## config.mk

```make
export PLATFORM = sky130hd
export DESIGN_NAME = reset_cause_and_nmi_control
export DESIGN_NICKNAME = d
export VERILOG_FILES = /design/src/pkg/rst_nmi_pkg.sv /design/src/rtl/reset_cause_and_nmi_control.sv /design/src/rtl/alias_reg.sv /design/src/rtl/nmi_reset_counter.sv
export SDC_FILE = /design/constraint.sdc
export NUM_CORES = 1
export LEC_CHECK = 0
export BUFFER_PORTS_ARGS = -buffer_cell sky130_fd_sc_hd__buf_2
export CELL_PAD_IN_SITES_DETAIL_PLACEMENT = 1
export CELL_PAD_IN_SITES_GLOBAL_PLACEMENT = 2
export CORE_MARGIN = 2
export CORE_UTILIZATION = 40
export DETAILED_ROUTE_END_ITERATION = 7
export MAX_ROUTING_LAYER = met4
export PLACE_DENSITY = 0.9
export REMOVE_ABC_BUFFERS = 1
export SETUP_SLACK_MARGIN = 0.2
export SLEW_MARGIN = 5
export SYNTH_ARGS = -nofsm -noshare
export SYNTH_HDL_FRONTEND = slang
export SYNTH_HIERARCHICAL = 1
export SYNTH_SLANG_ARGS = --single-unit
export TNS_END_PERCENT = 1
```

## constraint.sdc

```tcl
create_clock -name clk -period 4.3 [get_ports clk]
set_clock_uncertainty 0.05 [all_clocks]
set_input_delay 0.43 -clock clk [delete_from_list [all_inputs] [get_ports clk]]
set_output_delay 0.43 -clock clk [all_outputs]
set_load 0.01 [all_outputs]
```

## src/pkg/rst_nmi_pkg.sv

```systemverilog
// Package for the reset-cause and NMI control block.
// Assumes a 32-bit AXI4-Lite register port with word-aligned registers.
package rst_nmi_pkg;

	// ----------------------------------------
	// Register byte offsets (aliases at +4/+8/+C)
	// ----------------------------------------
	localparam logic [11:0] OFF_RESET_CAUSE = 12'h0_040;
	localparam logic [11:0] OFF_NMI_CONTROL = 12'h0_060;
	localparam logic [11:0] OFF_POWER_CONTROL = 12'h0_070;
	localparam logic [1:0] ALIAS_WRITE = 2'h0;
	localparam logic [1:0] ALIAS_CLEAR = 2'h1;
	localparam logic [1:0] ALIAS_SET = 2'h2;
	localparam logic [1:0] ALIAS_INVERT = 2'h3;

	// ----------------------------------------
	// Reset cause field positions
	// ----------------------------------------
	localparam int RC_POWER_ON = 0;
	localparam int RC_BROWNOUT = 1;
	localparam int RC_IDLE = 2;
	localparam int RC_SLEEP = 3;
	localparam int RC_WATCHDOG = 4;
	localparam int RC_SOFTWARE = 6;
	localparam int RC_EXT_PIN = 7;
	localparam int RC_CFG_MISMATCH = 9;
	localparam int RC_DEEP_SLEEP = 10;
	localparam logic [31:0] RC_IMPL_MASK = 32'h0000_06DF;
	localparam logic [31:0] RC_RESET_VAL = 32'h0000_0003;

	// ----------------------------------------
	// NMI control field positions
	// ----------------------------------------
	localparam int NC_COUNT_LSB = 0;
	localparam int NC_SLEEP_WDOG = 16;
	localparam int NC_CLOCK_FAIL = 17;
	localparam int NC_VOLT_DETECT = 18;
	localparam int NC_GENERAL = 19;
	localparam int NC_SW_TRIGGER = 23;
	localparam int NC_WATCHDOG = 24;
	localparam logic [31:0] NC_IMPL_MASK = 32'h018F_FFFF;
	localparam logic [31:0] NC_RESET_VAL = 32'h0000_0000;
	localparam logic [7:0] NMI_KEY_VALUE = 8'h4E;

	// ----------------------------------------
	// Power control
	// ----------------------------------------
	localparam int PC_REG_ACTIVE = 0;
	localparam logic [31:0] PC_IMPL_MASK = 32'h0000_0001;
	localparam logic [31:0] PC_RESET_VAL = 32'h0000_0000;

	// ----------------------------------------
	// AXI responses
	// ----------------------------------------
	localparam logic [1:0] RESP_OKAY = 2'h0;
	localparam logic [1:0] RESP_SLVERR = 2'h2;

endpackage

```

## src/rtl/reset_cause_and_nmi_control.sv

```systemverilog
// Reset-cause recorder, NMI control and regulator sleep control.
// Assumes event inputs are synchronous pulses on clk from local logic,
// the pin input is asynchronous, and nrst is the power-on reset.
`timescale 1ns/10ps
module reset_cause_and_nmi_control import rst_nmi_pkg::*; (
	// Clock, reset and enable
	input wire logic clk,
	input wire logic nrst,
	input wire logic ce,
	// AXI4-Lite write address
	input wire logic [11:0] awaddr,
	input wire logic awvalid,
	output logic awready,
	// AXI4-Lite write data
	input wire logic [31:0] wdata,
	input wire logic [3:0] wstrb,
	input wire logic wvalid,
	output logic wready,
	// AXI4-Lite write response
	output logic [1:0] bresp,
	output logic bvalid,
	input wire logic bready,
	// AXI4-Lite read address
	input wire logic [11:0] araddr,
	input wire logic arvalid,
	output logic arready,
	// AXI4-Lite read data
	output logic [31:0] rdata,
	output logic [1:0] rresp,
	output logic rvalid,
	input wire logic rready,
	// Reset sources
	input wire logic masterClearPinN,
	input wire logic brownoutEvent,
	input wire logic cfgMismatchEvent,
	input wire logic watchdogTimeout,
	input wire logic deepSleepWake,
	input wire logic inSleep,
	input wire logic inIdle,
	input wire logic wakeEvent,
	input wire logic systemUnlocked,
	input wire logic softwareResetTrigger,
	// NMI sources
	input wire logic generalNmiEvent,
	input wire logic lowVoltageEvent,
	input wire logic clockFailEvent,
	input wire logic nmiKeyWrite,
	input wire logic [7:0] nmiKeyField,
	// Outputs
	output logic masterResetSignal,
	output logic nmiRequest,
	output logic sleepWake,
	output logic regulatorActiveInSleep
);

	// ----------------------------------------
	// Pin synchroniser
	// ----------------------------------------
	logic pinMeta_q; // First stage, read only by the second
	logic pinSync_q;
	logic pinPrev_q;
	logic pinReset; // Falling edge of the pin

	// Two flops before the pin is used
	always_ff @(posedge clk or negedge nrst) begin
		if (!nrst) begin
			pinMeta_q <= 1'b1;
			pinSync_q <= 1'b1;
			pinPrev_q <= 1'b1;
		end else if (ce) begin
			pinMeta_q <= masterClearPinN;
			pinSync_q <= pinMeta_q;
			pinPrev_q <= pinSync_q;
		end
	end

	assign pinReset = pinPrev_q && !pinSync_q;

	// ----------------------------------------
	// Bus write channel
	// ----------------------------------------
	logic awHeld_q;
	logic [11:0] awAddr_q;
	logic wHeld_q;
	logic [31:0] wData_q;
	logic [3:0] wStrb_q;
	logic bvalid_q;
	logic [1:0] bresp_q;
	logic wrFire; // Both halves held and response slot free
	logic [11:0] wrAddr;
	logic [1:0] wrKind;
	logic wrBase; // Low two address bits are zero (word aligned)
	logic selCause;
	logic selNmi;
	logic selPower;
	logic wrHit;

	// Address and data are taken in either order
	assign awready = !awHeld_q && !bvalid_q;
	assign wready = !wHeld_q && !bvalid_q;
	assign wrFire = awHeld_q && wHeld_q && !bvalid_q;
	assign wrAddr = awAddr_q;
	assign wrKind = wrAddr[3:2];
	assign wrBase = (wrAddr[1:0] == 2'h0);
	assign selCause = wrBase && ({wrAddr[11:4], 4'h0} == OFF_RESET_CAUSE);
	assign selNmi = wrBase && ({wrAddr[11:4], 4'h0} == OFF_NMI_CONTROL);
	assign selPower = wrBase &&
		({wrAddr[11:4], 4'h0} == OFF_POWER_CONTROL);
	assign wrHit = selCause || selNmi || selPower;

	// Capture address and data, then answer
	always_ff @(posedge clk or negedge nrst) begin
		if (!nrst) begin
			awHeld_q <= 1'b0;
			awAddr_q <= 12'h000;
			wHeld_q <= 1'b0;
			wData_q <= 32'h0000_0000;
			wStrb_q <= 4'h0;
			bvalid_q <= 1'b0;
			bresp_q <= RESP_OKAY;
		end else if (ce) begin
			if (awvalid && awready) begin
				awHeld_q <= 1'b1;
				awAddr_q <= awaddr;
			end
			if (wvalid && wready) begin
				wHeld_q <= 1'b1;
				wData_q <= wdata;
				wStrb_q <= wstrb;
			end
			if (wrFire) begin
				awHeld_q <= 1'b0;
				wHeld_q <= 1'b0;
				bvalid_q <= 1'b1;
				// Unmapped addresses get a slave error
				bresp_q <= wrHit ? RESP_OKAY : RESP_SLVERR;
			end else if (bvalid_q && bready) begin
				bvalid_q <= 1'b0;
			end
		end
	end

	assign bvalid = bvalid_q;
	assign bresp = bresp_q;

	// ----------------------------------------
	// Software write bits that raise events
	// ----------------------------------------
	logic [31:0] lane;
	logic [31:0] nmiOnes; // Bits that the write makes one
	logic [31:0] nmiCur;
	logic [31:0] nmiNew;
	logic swWdogNmi;
	logic swSleepNmi;
	logic swClockNmi;
	logic swGeneralNmi;
	logic swTriggerNmi;

	assign lane = {{8{wStrb_q[3]}}, {8{wStrb_q[2]}}, {8{wStrb_q[1]}},
		{8{wStrb_q[0]}}};
	// Rising bits after the alias op decide the software triggers
	assign nmiNew = (wrKind == ALIAS_SET) ? (nmiCur | (wData_q & lane)) :
		(wrKind == ALIAS_INVERT) ? (nmiCur ^ (wData_q & lane)) :
		(wrKind == ALIAS_CLEAR) ? (nmiCur & ~(wData_q & lane)) :
		((nmiCur & ~lane) | (wData_q & lane));
	assign nmiOnes = (wrFire && selNmi) ? (nmiNew & ~nmiCur) : 32'h0000_0000;
	assign swWdogNmi = nmiOnes[NC_WATCHDOG];
	assign swSleepNmi = nmiOnes[NC_SLEEP_WDOG];
	assign swClockNmi = nmiOnes[NC_CLOCK_FAIL];
	assign swGeneralNmi = nmiOnes[NC_GENERAL];
	assign swTriggerNmi = nmiOnes[NC_SW_TRIGGER];

	// ----------------------------------------
	// Hardware set terms
	// ----------------------------------------
	logic wdogAwake; // Watchdog time-out outside sleep
	logic wdogAsleep; // Watchdog time-out during sleep
	logic keyHit;
	logic swResetTaken;
	logic nmiExpire;
	logic [31:0] causeSet;
	logic [31:0] nmiSet;
	logic powerOnSeen_q; // One cycle pulse after power-on release

	assign wdogAwake = watchdogTimeout && !inSleep;
	assign wdogAsleep = watchdogTimeout && inSleep;
	assign keyHit = nmiKeyWrite && (nmiKeyField == NMI_KEY_VALUE);
	// A locked system ignores the software reset trigger
	assign swResetTaken = softwareResetTrigger && systemUnlocked;

	always_comb begin
		causeSet = 32'h0000_0000;
		causeSet[RC_CFG_MISMATCH] = cfgMismatchEvent;
		causeSet[RC_EXT_PIN] = pinReset;
		causeSet[RC_SOFTWARE] = swResetTaken;
		causeSet[RC_WATCHDOG] = nmiExpire;
		causeSet[RC_SLEEP] = inSleep && (wakeEvent || wdogAsleep);
		causeSet[RC_IDLE] = inIdle && wakeEvent;
		causeSet[RC_BROWNOUT] = brownoutEvent;
		causeSet[RC_POWER_ON] = powerOnSeen_q;
		causeSet[RC_DEEP_SLEEP] = deepSleepWake;
	end

	always_comb begin
		nmiSet = 32'h0000_0000;
		nmiSet[NC_WATCHDOG] = wdogAwake;
		nmiSet[NC_GENERAL] = generalNmiEvent || keyHit;
		nmiSet[NC_VOLT_DETECT] = lowVoltageEvent;
		nmiSet[NC_CLOCK_FAIL] = clockFailEvent;
		nmiSet[NC_SLEEP_WDOG] = wdogAsleep;
	end

	// Power-on flags also reset to one, this keeps them fresh
	always_ff @(posedge clk or negedge nrst) begin
		if (!nrst) begin
			powerOnSeen_q <= 1'b1;
		end else if (ce) begin
			powerOnSeen_q <= 1'b0;
		end
	end

	// ----------------------------------------
	// Registers
	// ----------------------------------------
	logic [31:0] causeVal;
	logic [31:0] powerVal;

	// Sticky flags hold until a software write clears them
	alias_reg #(.IMPL(RC_IMPL_MASK), .RSTV(RC_RESET_VAL)) u_cause (
		.clk(clk),
		.nrst(nrst),
		.ce(ce),
		.wrEn(wrFire && selCause),
		.wrKind(wrKind),
		.wrData(wData_q),
		.wrStrb(wStrb_q),
		.hwSet(causeSet),
		.value(causeVal)
	);

	alias_reg #(.IMPL(NC_IMPL_MASK), .RSTV(NC_RESET_VAL)) u_nmi (
		.clk(clk),
		.nrst(nrst),
		.ce(ce),
		.wrEn(wrFire && selNmi),
		.wrKind(wrKind),
		.wrData(wData_q),
		.wrStrb(wStrb_q),
		.hwSet(nmiSet),
		.value(nmiCur)
	);

	alias_reg #(.IMPL(PC_IMPL_MASK), .RSTV(PC_RESET_VAL)) u_power (
		.clk(clk),
		.nrst(nrst),
		.ce(ce),
		.wrEn(wrFire && selPower),
		.wrKind(wrKind),
		.wrData(wData_q),
		.wrStrb(wStrb_q),
		.hwSet(32'h0000_0000),
		.value(powerVal)
	);

	// ----------------------------------------
	// NMI reset counter
	// ----------------------------------------
	logic cntPending;
	logic cntStart;
	logic nmiReq_q;
	logic wakeReq_q;

	// Only awake watchdog and clock-fail events, or software setting their flags, arm the counter
	assign cntPending = nmiCur[NC_WATCHDOG] || nmiCur[NC_CLOCK_FAIL];
	assign cntStart = (wdogAwake && !nmiCur[NC_WATCHDOG]) ||
		(clockFailEvent && !nmiCur[NC_CLOCK_FAIL]) ||
		swWdogNmi || swClockNmi;

	nmi_reset_counter u_cnt (
		.clk(clk),
		.nrst(nrst),
		.ce(ce),
		.start(cntStart),
		.pending(cntPending),
		.reload(nmiCur[NC_COUNT_LSB +: 16]),
		.expire(nmiExpire)
	);

	// ----------------------------------------
	// NMI, wake and reset outputs
	// ----------------------------------------
	// Registered one-cycle pulses for the interrupt controller
	always_ff @(posedge clk or negedge nrst) begin
		if (!nrst) begin
			nmiReq_q <= 1'b0;
			wakeReq_q <= 1'b0;
		end else if (ce) begin
			nmiReq_q <= swTriggerNmi || swWdogNmi || swSleepNmi ||
				swClockNmi || swGeneralNmi || wdogAwake ||
				wdogAsleep || generalNmiEvent || keyHit ||
				lowVoltageEvent || clockFailEvent;
			wakeReq_q <= wdogAsleep;
		end
	end

	// Pin, brown-out, config mismatch, software and NMI counter resets join the master reset
	assign masterResetSignal = pinReset || brownoutEvent ||
		cfgMismatchEvent || swResetTaken || nmiExpire;
	assign nmiRequest = nmiReq_q;
	assign sleepWake = wakeReq_q;
	assign regulatorActiveInSleep = powerVal[PC_REG_ACTIVE];

	// ----------------------------------------
	// Bus read channel
	// ----------------------------------------
	logic rvalid_q;
	logic [31:0] rdata_q;
	logic [1:0] rresp_q;
	logic rdCause;
	logic rdNmi;
	logic rdPower;

	// Aliases read back the register itself
	assign rdCause = (araddr[1:0] == 2'h0) &&
		({araddr[11:4], 4'h0} == OFF_RESET_CAUSE);
	assign rdNmi = (araddr[1:0] == 2'h0) &&
		({araddr[11:4], 4'h0} == OFF_NMI_CONTROL);
	assign rdPower = (araddr[1:0] == 2'h0) &&
		({araddr[11:4], 4'h0} == OFF_POWER_CONTROL);
	assign arready = !rvalid_q;

	always_ff @(posedge clk or negedge nrst) begin
		if (!nrst) begin
			rvalid_q <= 1'b0;
			rdata_q <= 32'h0000_0000;
			rresp_q <= RESP_OKAY;
		end else if (ce) begin
			if (arvalid && arready) begin
				rvalid_q <= 1'b1;
				rdata_q <= rdCause ? causeVal : rdNmi ? nmiCur :
					rdPower ? powerVal : 32'h0000_0000;
				rresp_q <= (rdCause || rdNmi || rdPower) ?
					RESP_OKAY : RESP_SLVERR;
			end else if (rvalid_q && rready) begin
				rvalid_q <= 1'b0;
			end
		end
	end

	assign rvalid = rvalid_q;
	assign rdata = rdata_q;
	assign rresp = rresp_q;

endmodule

```

## src/rtl/alias_reg.sv

```systemverilog
// One software register with write, clear, set and invert aliases.
// Assumes hardware set requests are one-cycle or level terms on clk.
`timescale 1ns/10ps
module alias_reg import rst_nmi_pkg::*; #(
	parameter logic [31:0] IMPL = 32'h0000_0000,
	parameter logic [31:0] RSTV = 32'h0000_0000
) (
	// Clock and reset
	input wire logic clk,
	input wire logic nrst,
	input wire logic ce,
	// Software write
	input wire logic wrEn,
	input wire logic [1:0] wrKind,
	input wire logic [31:0] wrData,
	input wire logic [3:0] wrStrb,
	// Hardware sets
	input wire logic [31:0] hwSet,
	// Current value
	output logic [31:0] value
);

	logic [31:0] val_q;
	logic [31:0] val_d;
	logic [31:0] lane; // Byte lanes expanded to bits
	logic [31:0] swVal; // Value after the software write

	assign lane = {{8{wrStrb[3]}}, {8{wrStrb[2]}}, {8{wrStrb[1]}},
		{8{wrStrb[0]}}};

	// Pick the alias operation
	always_comb begin
		case (wrKind)
			ALIAS_CLEAR: swVal = val_q & ~(wrData & lane);
			ALIAS_SET: swVal = val_q | (wrData & lane);
			ALIAS_INVERT: swVal = val_q ^ (wrData & lane);
			default: swVal = (val_q & ~lane) | (wrData & lane);
		endcase
	end

	// Hardware set wins over a same-cycle software clear
	assign val_d = ((wrEn ? swVal : val_q) | hwSet) & IMPL;

	// State register
	always_ff @(posedge clk or negedge nrst) begin
		if (!nrst) begin
			val_q <= RSTV;
		end else if (ce) begin
			val_q <= val_d;
		end
	end

	assign value = val_q;

endmodule

```

## src/rtl/nmi_reset_counter.sv

```systemverilog
// Down counter that issues a reset when an armed NMI goes unhandled.
// Assumes pending is a level and start is a one-cycle pulse on clk.
`timescale 1ns/10ps
module nmi_reset_counter (
	// Clock and reset
	input wire logic clk,
	input wire logic nrst,
	input wire logic ce,
	// Control
	input wire logic start,
	input wire logic pending,
	input wire logic [15:0] reload,
	// Result
	output logic expire
);

	logic [15:0] cnt_q;
	logic run_q;
	logic atZero;

	assign atZero = (cnt_q == 16'h0000);

	// Load on a new event, count while pending, stop when cleared
	always_ff @(posedge clk or negedge nrst) begin
		if (!nrst) begin
			cnt_q <= 16'h0000;
			run_q <= 1'b0;
		end else if (ce) begin
			if (start) begin
				cnt_q <= reload;
				run_q <= 1'b1;
			end else if (!pending) begin
				run_q <= 1'b0;
			end else if (run_q && !atZero) begin
				cnt_q <= cnt_q - 16'h0001;
			end
		end
	end

	// Reset request once the count has run out
	assign expire = run_q && pending && atZero;

endmodule

```

[Word level (Yosys, flattened, before mapping)]
Cells that the tools add are included.
Cells by class
  bitwise gates (word level): 22
  reductions and logical operators: 83
  mux-type cells: 27
  equal/unequal tests: 11
  add/subtract/negate cells: 1
Operators with widths (number)
  $mux 25: 7
  $and 25x25->25: 4
  $not 25->25: 3
  $or 25x25->25: 3
  $pmux 25 s3: 1
  $eq 8x3->1 const B: 6
  $mux 16: 3
  $or 11x11->11: 3
  $pmux 11 s3: 1
  $logic_and 1x1->1: 30
  $xor 25x25->25: 1
  $logic_or 1x1->1: 24
  $and 11x11->11: 2
  $reduce_and 2->1: 10
  $logic_not 16->1: 1
  $sub 16x1->16 const B: 1
  $reduce_bool 2->1: 6
  $mux 1: 11
  $mux 11: 1
  $xor 11x11->11: 1
  $logic_not 1->1: 9
  $eq 8x7->1 const B: 1
  $eq 2x2->1 const B: 2
  $logic_not 2->1: 2
  other kinds (8): 11
Word-level totals
  input bits: 90
  output and inout bits: 45
  register bits: 136
  word-level logic and storage cells: 165

[Logic depth before layout (Yosys ltp)]
  depth after elaboration: 18
  gate-level depth with buffers: 11
  gate-level depth less buffers: 10

[Hierarchy]
The synthesis kept the hierarchy.
By module, submodules not included
  reset_cause_and_nmi_control: cells each 432, instances 1, area an instance 4611.9 um^2, sequential area each 2307.2 um^2
  alias_reg at u_nmi: cells each 293, instances 1, area an instance 2537.4 um^2, sequential area each 550.5 um^2
  alias_reg at u_cause: cells each 140, instances 1, area an instance 1243.7 um^2, sequential area each 227.7 um^2
  nmi_reset_counter: cells each 143, instances 1, area an instance 1198.6 um^2, sequential area each 425.4 um^2
  alias_reg at u_power: cells each 44, instances 1, area an instance 332.8 um^2, sequential area each 25.0 um^2

[Worst setup path after synthesis]
No wires, ideal clock.
  kind: reg-to-reg
  start: reg u_nmi.val_q[17] (netlist: u_nmi/value[17])
  end: reg u_cnt.cnt_q[7]
  stages on the path, launching flop included: 12
  data required time: 4108 ps
  arrival: 2435 ps
  slack: 1673 ps
  period minus slack after synthesis: 2627 ps
  setup time: 142 ps
  cells stage by stage: dfrtp_1 > inv_1 > ha_1 > inv_1 > mux4_2 > o32ai_2 > a221o_1 > clkbuf_1 > buf_1 > nor2_1 > a32oi_1 > o221ai_1
On the way
  longest elaborated chain between the ends: 10
  elaborated cells between the ends (all ways): 21
Ends and longest elaborated chain
  start: declaration: RTL line alias_reg.sv:23  | logic [31:0] val_q;
  start signal: assignment: RTL line alias_reg.sv:49  | val_q <= val_d;
  $and 25x25->25: RTL line reset_cause_and_nmi_control.sv:165  | ((nmiCur & ~lane) | (wData_q & lane));
  $or 25x25->25: RTL line reset_cause_and_nmi_control.sv:165
  $mux 25: RTL line reset_cause_and_nmi_control.sv:164  | (wrKind == ALIAS_CLEAR) ? (nmiCur & ~(wData_q & lane)) :
  $mux 25: RTL line reset_cause_and_nmi_control.sv:163  | (wrKind == ALIAS_INVERT) ? (nmiCur ^ (wData_q & lane)) :
  $mux 25: RTL line reset_cause_and_nmi_control.sv:162  | assign nmiNew = (wrKind == ALIAS_SET) ? (nmiCur | (wData_q & lane)) :
  $and 25x25->25: RTL line reset_cause_and_nmi_control.sv:166  | assign nmiOnes = (wrFire && selNmi) ? (nmiNew & ~nmiCur) : 32'h0000_0000;
  $mux 25: RTL line reset_cause_and_nmi_control.sv:166
  $logic_or 1x1->1 (*): RTL line reset_cause_and_nmi_control.sv:277  | swWdogNmi || swClockNmi;
  net cntStart: RTL line reset_cause_and_nmi_control.sv:269  | logic cntStart;
  $reduce_bool 2->1 (no source line)
  $reduce_and 3->1 (no source line)
  end signal: assignment: RTL line nmi_reset_counter.sv:30  | cnt_q <= reload;
  end signal: assignment: RTL line nmi_reset_counter.sv:35  | cnt_q <= cnt_q - 16'h0001;
  end: declaration: RTL line nmi_reset_counter.sv:17  | logic [15:0] cnt_q;
Mark *: on every way through the listed nets, which the timed path passes. The rest lies on a longest branch.
A chain may end at the register's enable or synchronous reset.

[Worst setup path in the final report]
  start: reg u_cnt.cnt_q[13]
  end: out masterResetSignal
On the way
  longest elaborated chain between the ends: 3
Ends and longest elaborated chain
  $logic_not 16->1: RTL line nmi_reset_counter.sv:21  | assign atZero = (cnt_q == 16'h0000);
  $logic_and 1x1->1: RTL line nmi_reset_counter.sv:41  | assign expire = run_q && pending && atZero;
  net causeSet[4]: RTL line reset_cause_and_nmi_control.sv:181  | logic [31:0] causeSet;
  $logic_or 1x1->1: RTL line reset_cause_and_nmi_control.sv:308  | cfgMismatchEvent || swResetTaken || nmiExpire;
  end: declaration: RTL line reset_cause_and_nmi_control.sv:50  | output logic masterResetSignal,
The timed path passes the listed nets, and every way through them passes these cells.

==> impl_metrics.csv <==
group,metric,value,unit
status,status,"finished clean",
critical_path,rr_startpoint,"u_nmi/value[17]",
timing,totalNegativeSetupSlack,0,ns
pwr,powerDensity,474,nW/µm²
cts,path_clk_slew,0.06,ns
global_routing,antenna_found_initial,0,
critical_path,ff2ff_path_depth,10,
critical_path,cp.depth,6,
logic_synthesis,syn_area,9560,µm²
cts,cts_buffers,17,
job,cap_viol_max_count,0,
worst_hold_path,hold_class,"input port to asynchronous set/reset pin",
critical_path,r2r_end,"u_cnt/cnt_q[3]",
critical_path,critical-path-top-delay-family,"simple AND/OR/NAND/NOR gates",
placed_design,gp_congestion,0.844,
drt,drc,0,
critical_path,cp_cell_sequence,"nor4_1 -> nand4_1 -> nor4_1 -> nor3_1 -> nand2_1 -> buf_2",
layout,finalNonFillerCells,1474,
pwr,combPwrFrac,36.8,%
pwr,intPower,3120,µW
layout,fillers,2793,
cts,cts_tree,"built",
layout,syn2layout_area_growth,12.9,%
timing,tightest_slew,1.22,ns
timing,rsz0062_at_grt,"no",
drt,dr.pass1.iters,5,
critical_path,endpoint_kind,"output port",
drt,vias,7906,
critical_path,critPathLaunchType,"register",
cts,clock_sinks,131,
pwr,pwr-share-seq,34.8,%
critical_path,worstSetupPathType,"register to output port",
drt,routed_via_density,5.36,
cts,cts_setup_buffers,0,
pwr,p_sw,2000,µW
logic_synthesis,synthCells,1032,
cts,htreeDepth,4,
global_routing,grt_max_degree,79,
die,dieArea,25200,µm²
pwr,p_leak,0.00557,µW
pwr,swShare,39.1,%
drt,wirelength,26900,µm
global_routing,grtUsageTotal,23.0,%
layout,finalInstanceArea,10800,µm²
logic_synthesis,synth_warnings,6,
drt,wl_per_cell,18.3,µm
global_routing,grt_pass1_wl,43100,µm
critical_path,path_buf_inv,1,
critical_path,path_max_fanout,4,
critical_path,critPathRequiredTime,3.82,ns
placed_design,io_buffers,120,
placed_design,dpl-instance-area,10200,µm²
layout,layout_commonest_cell,"dfrtp_1",
timing,holdWs,0.0290,ns
layout,layout-drive-gt1-share,21.0,%
timing,finalWorstPathRequiredPeriod,3.25,ns
placed_design,place_inst,1442,
global_routing,grt_pass1_vias,8184,
cts,cts_root_buf,"clkbuf_16",
critical_path,arrival,2.77,ns
placed_design,post-dp-hpwl,17700,µm
die,die_h,159,µm
timing,setup_violations,0,
timing,period_share,75.5,%
timing,hold_viol_final,0,
cts,cts_resized,0,
drt,antenna_left,0,
cts,cts_buffer_depth,2,
cts,clk_latency,0.43,ns
logic_synthesis,avgSynthCellArea,9.27,µm²
global_routing,grt_overflow_total,0,
timing,slew_viol_final,0,
die,initial_core_util,40.7,%
layout,nNetsFinal,1306,
die,placementRows,56,
critical_path,cpMostUsedCell,"nor4_1",
timing,maxSlewHeadroom,18.8,%
critical_path,slowest_stage,"nor4_1",
layout,n_antenna_cell,0,
timing,max_freq,308,MHz
cts,ctsHoldBuffers,0,
die,dieWidth,159,µm
die,ioPinCount,135,
pwr,power.share.clock,28.4,%
layout,most-common-layout-cells,"124 x dfrtp_1, 119 x buf_2, 114 x nand2_1",
drt,first_iter_violations,392,
die,coreArea,23500,µm²
critical_path,critPathMaxStageDelay,0.66,ns
pwr,ir_worst_vdd,0.295,mV
critical_path,reg2reg_setup_slack,1.21,ns
## how the worst max path moves through the flow
stage,startpoint,to,slack [ns]
after global placement,u_nmi/value[17],u_cnt/cnt_q[3],1.29
after global routing,u_cnt/cnt_q[11],masterResetSignal,0.83
after CTS,u_cnt/cnt_q[13],masterResetSignal,0.99
after floorplan,bvalid,wData_q[0],0.54
final,u_cnt/cnt_q[13],masterResetSignal,1.05
after detailed placement,u_nmi/value[24],u_cnt/cnt_q[9],1.26
## layout make-up
class,count,area (µm²),area share (%)
Clock buffer,17,425,3.94
Clock inverter,15,149,1.38
Sequential cell,131,3290,30.4
Multi-Input combinational cell,804,5580,51.7
Timing Repair Buffer,138,767,7.10
Inverter,50,188,1.74
Tap cell,319,399,3.70
## power by group through the flow
stage,registers (µW),clock network [µW],logic [µW]
floorplan,1820,0,1180
global placement,1800,0,1790
detailed placement,1810,0,1870
CTS,1790,1480,1900
global route,1830,1540,2110
finish,1780,1450,1890
## state kept, by name, summed over array words and instances (netlist names), 4 cells and up
name / count
wStrb_q: 4
rdata: 32
u_cnt/cnt_q: 16
u_nmi/value: 22
awAddr_q: 12
u_cause/value: 9
wData_q: 22
## metrics by stage
step	setup slack (ns)	util [%]	power, µW
floorplan	0.540	-	3000
global route	0.827	46.0	5490
detailed placement	1.26	43.6	3680
CTS	0.988	46.0	5170
global placement	1.29	43.6	3590
finish	1.05	46.0	5120
## routing by layer
metal,global-route usage (%),vias up,share of wire [%]
met5,-,-,0
met4,6.91,0,2.1
met3,3.62,44,3.9
met2,38.8,177,48
met1,28.5,3928,45
li1,-,3757,-
Power figures use the tool's default switching activity.
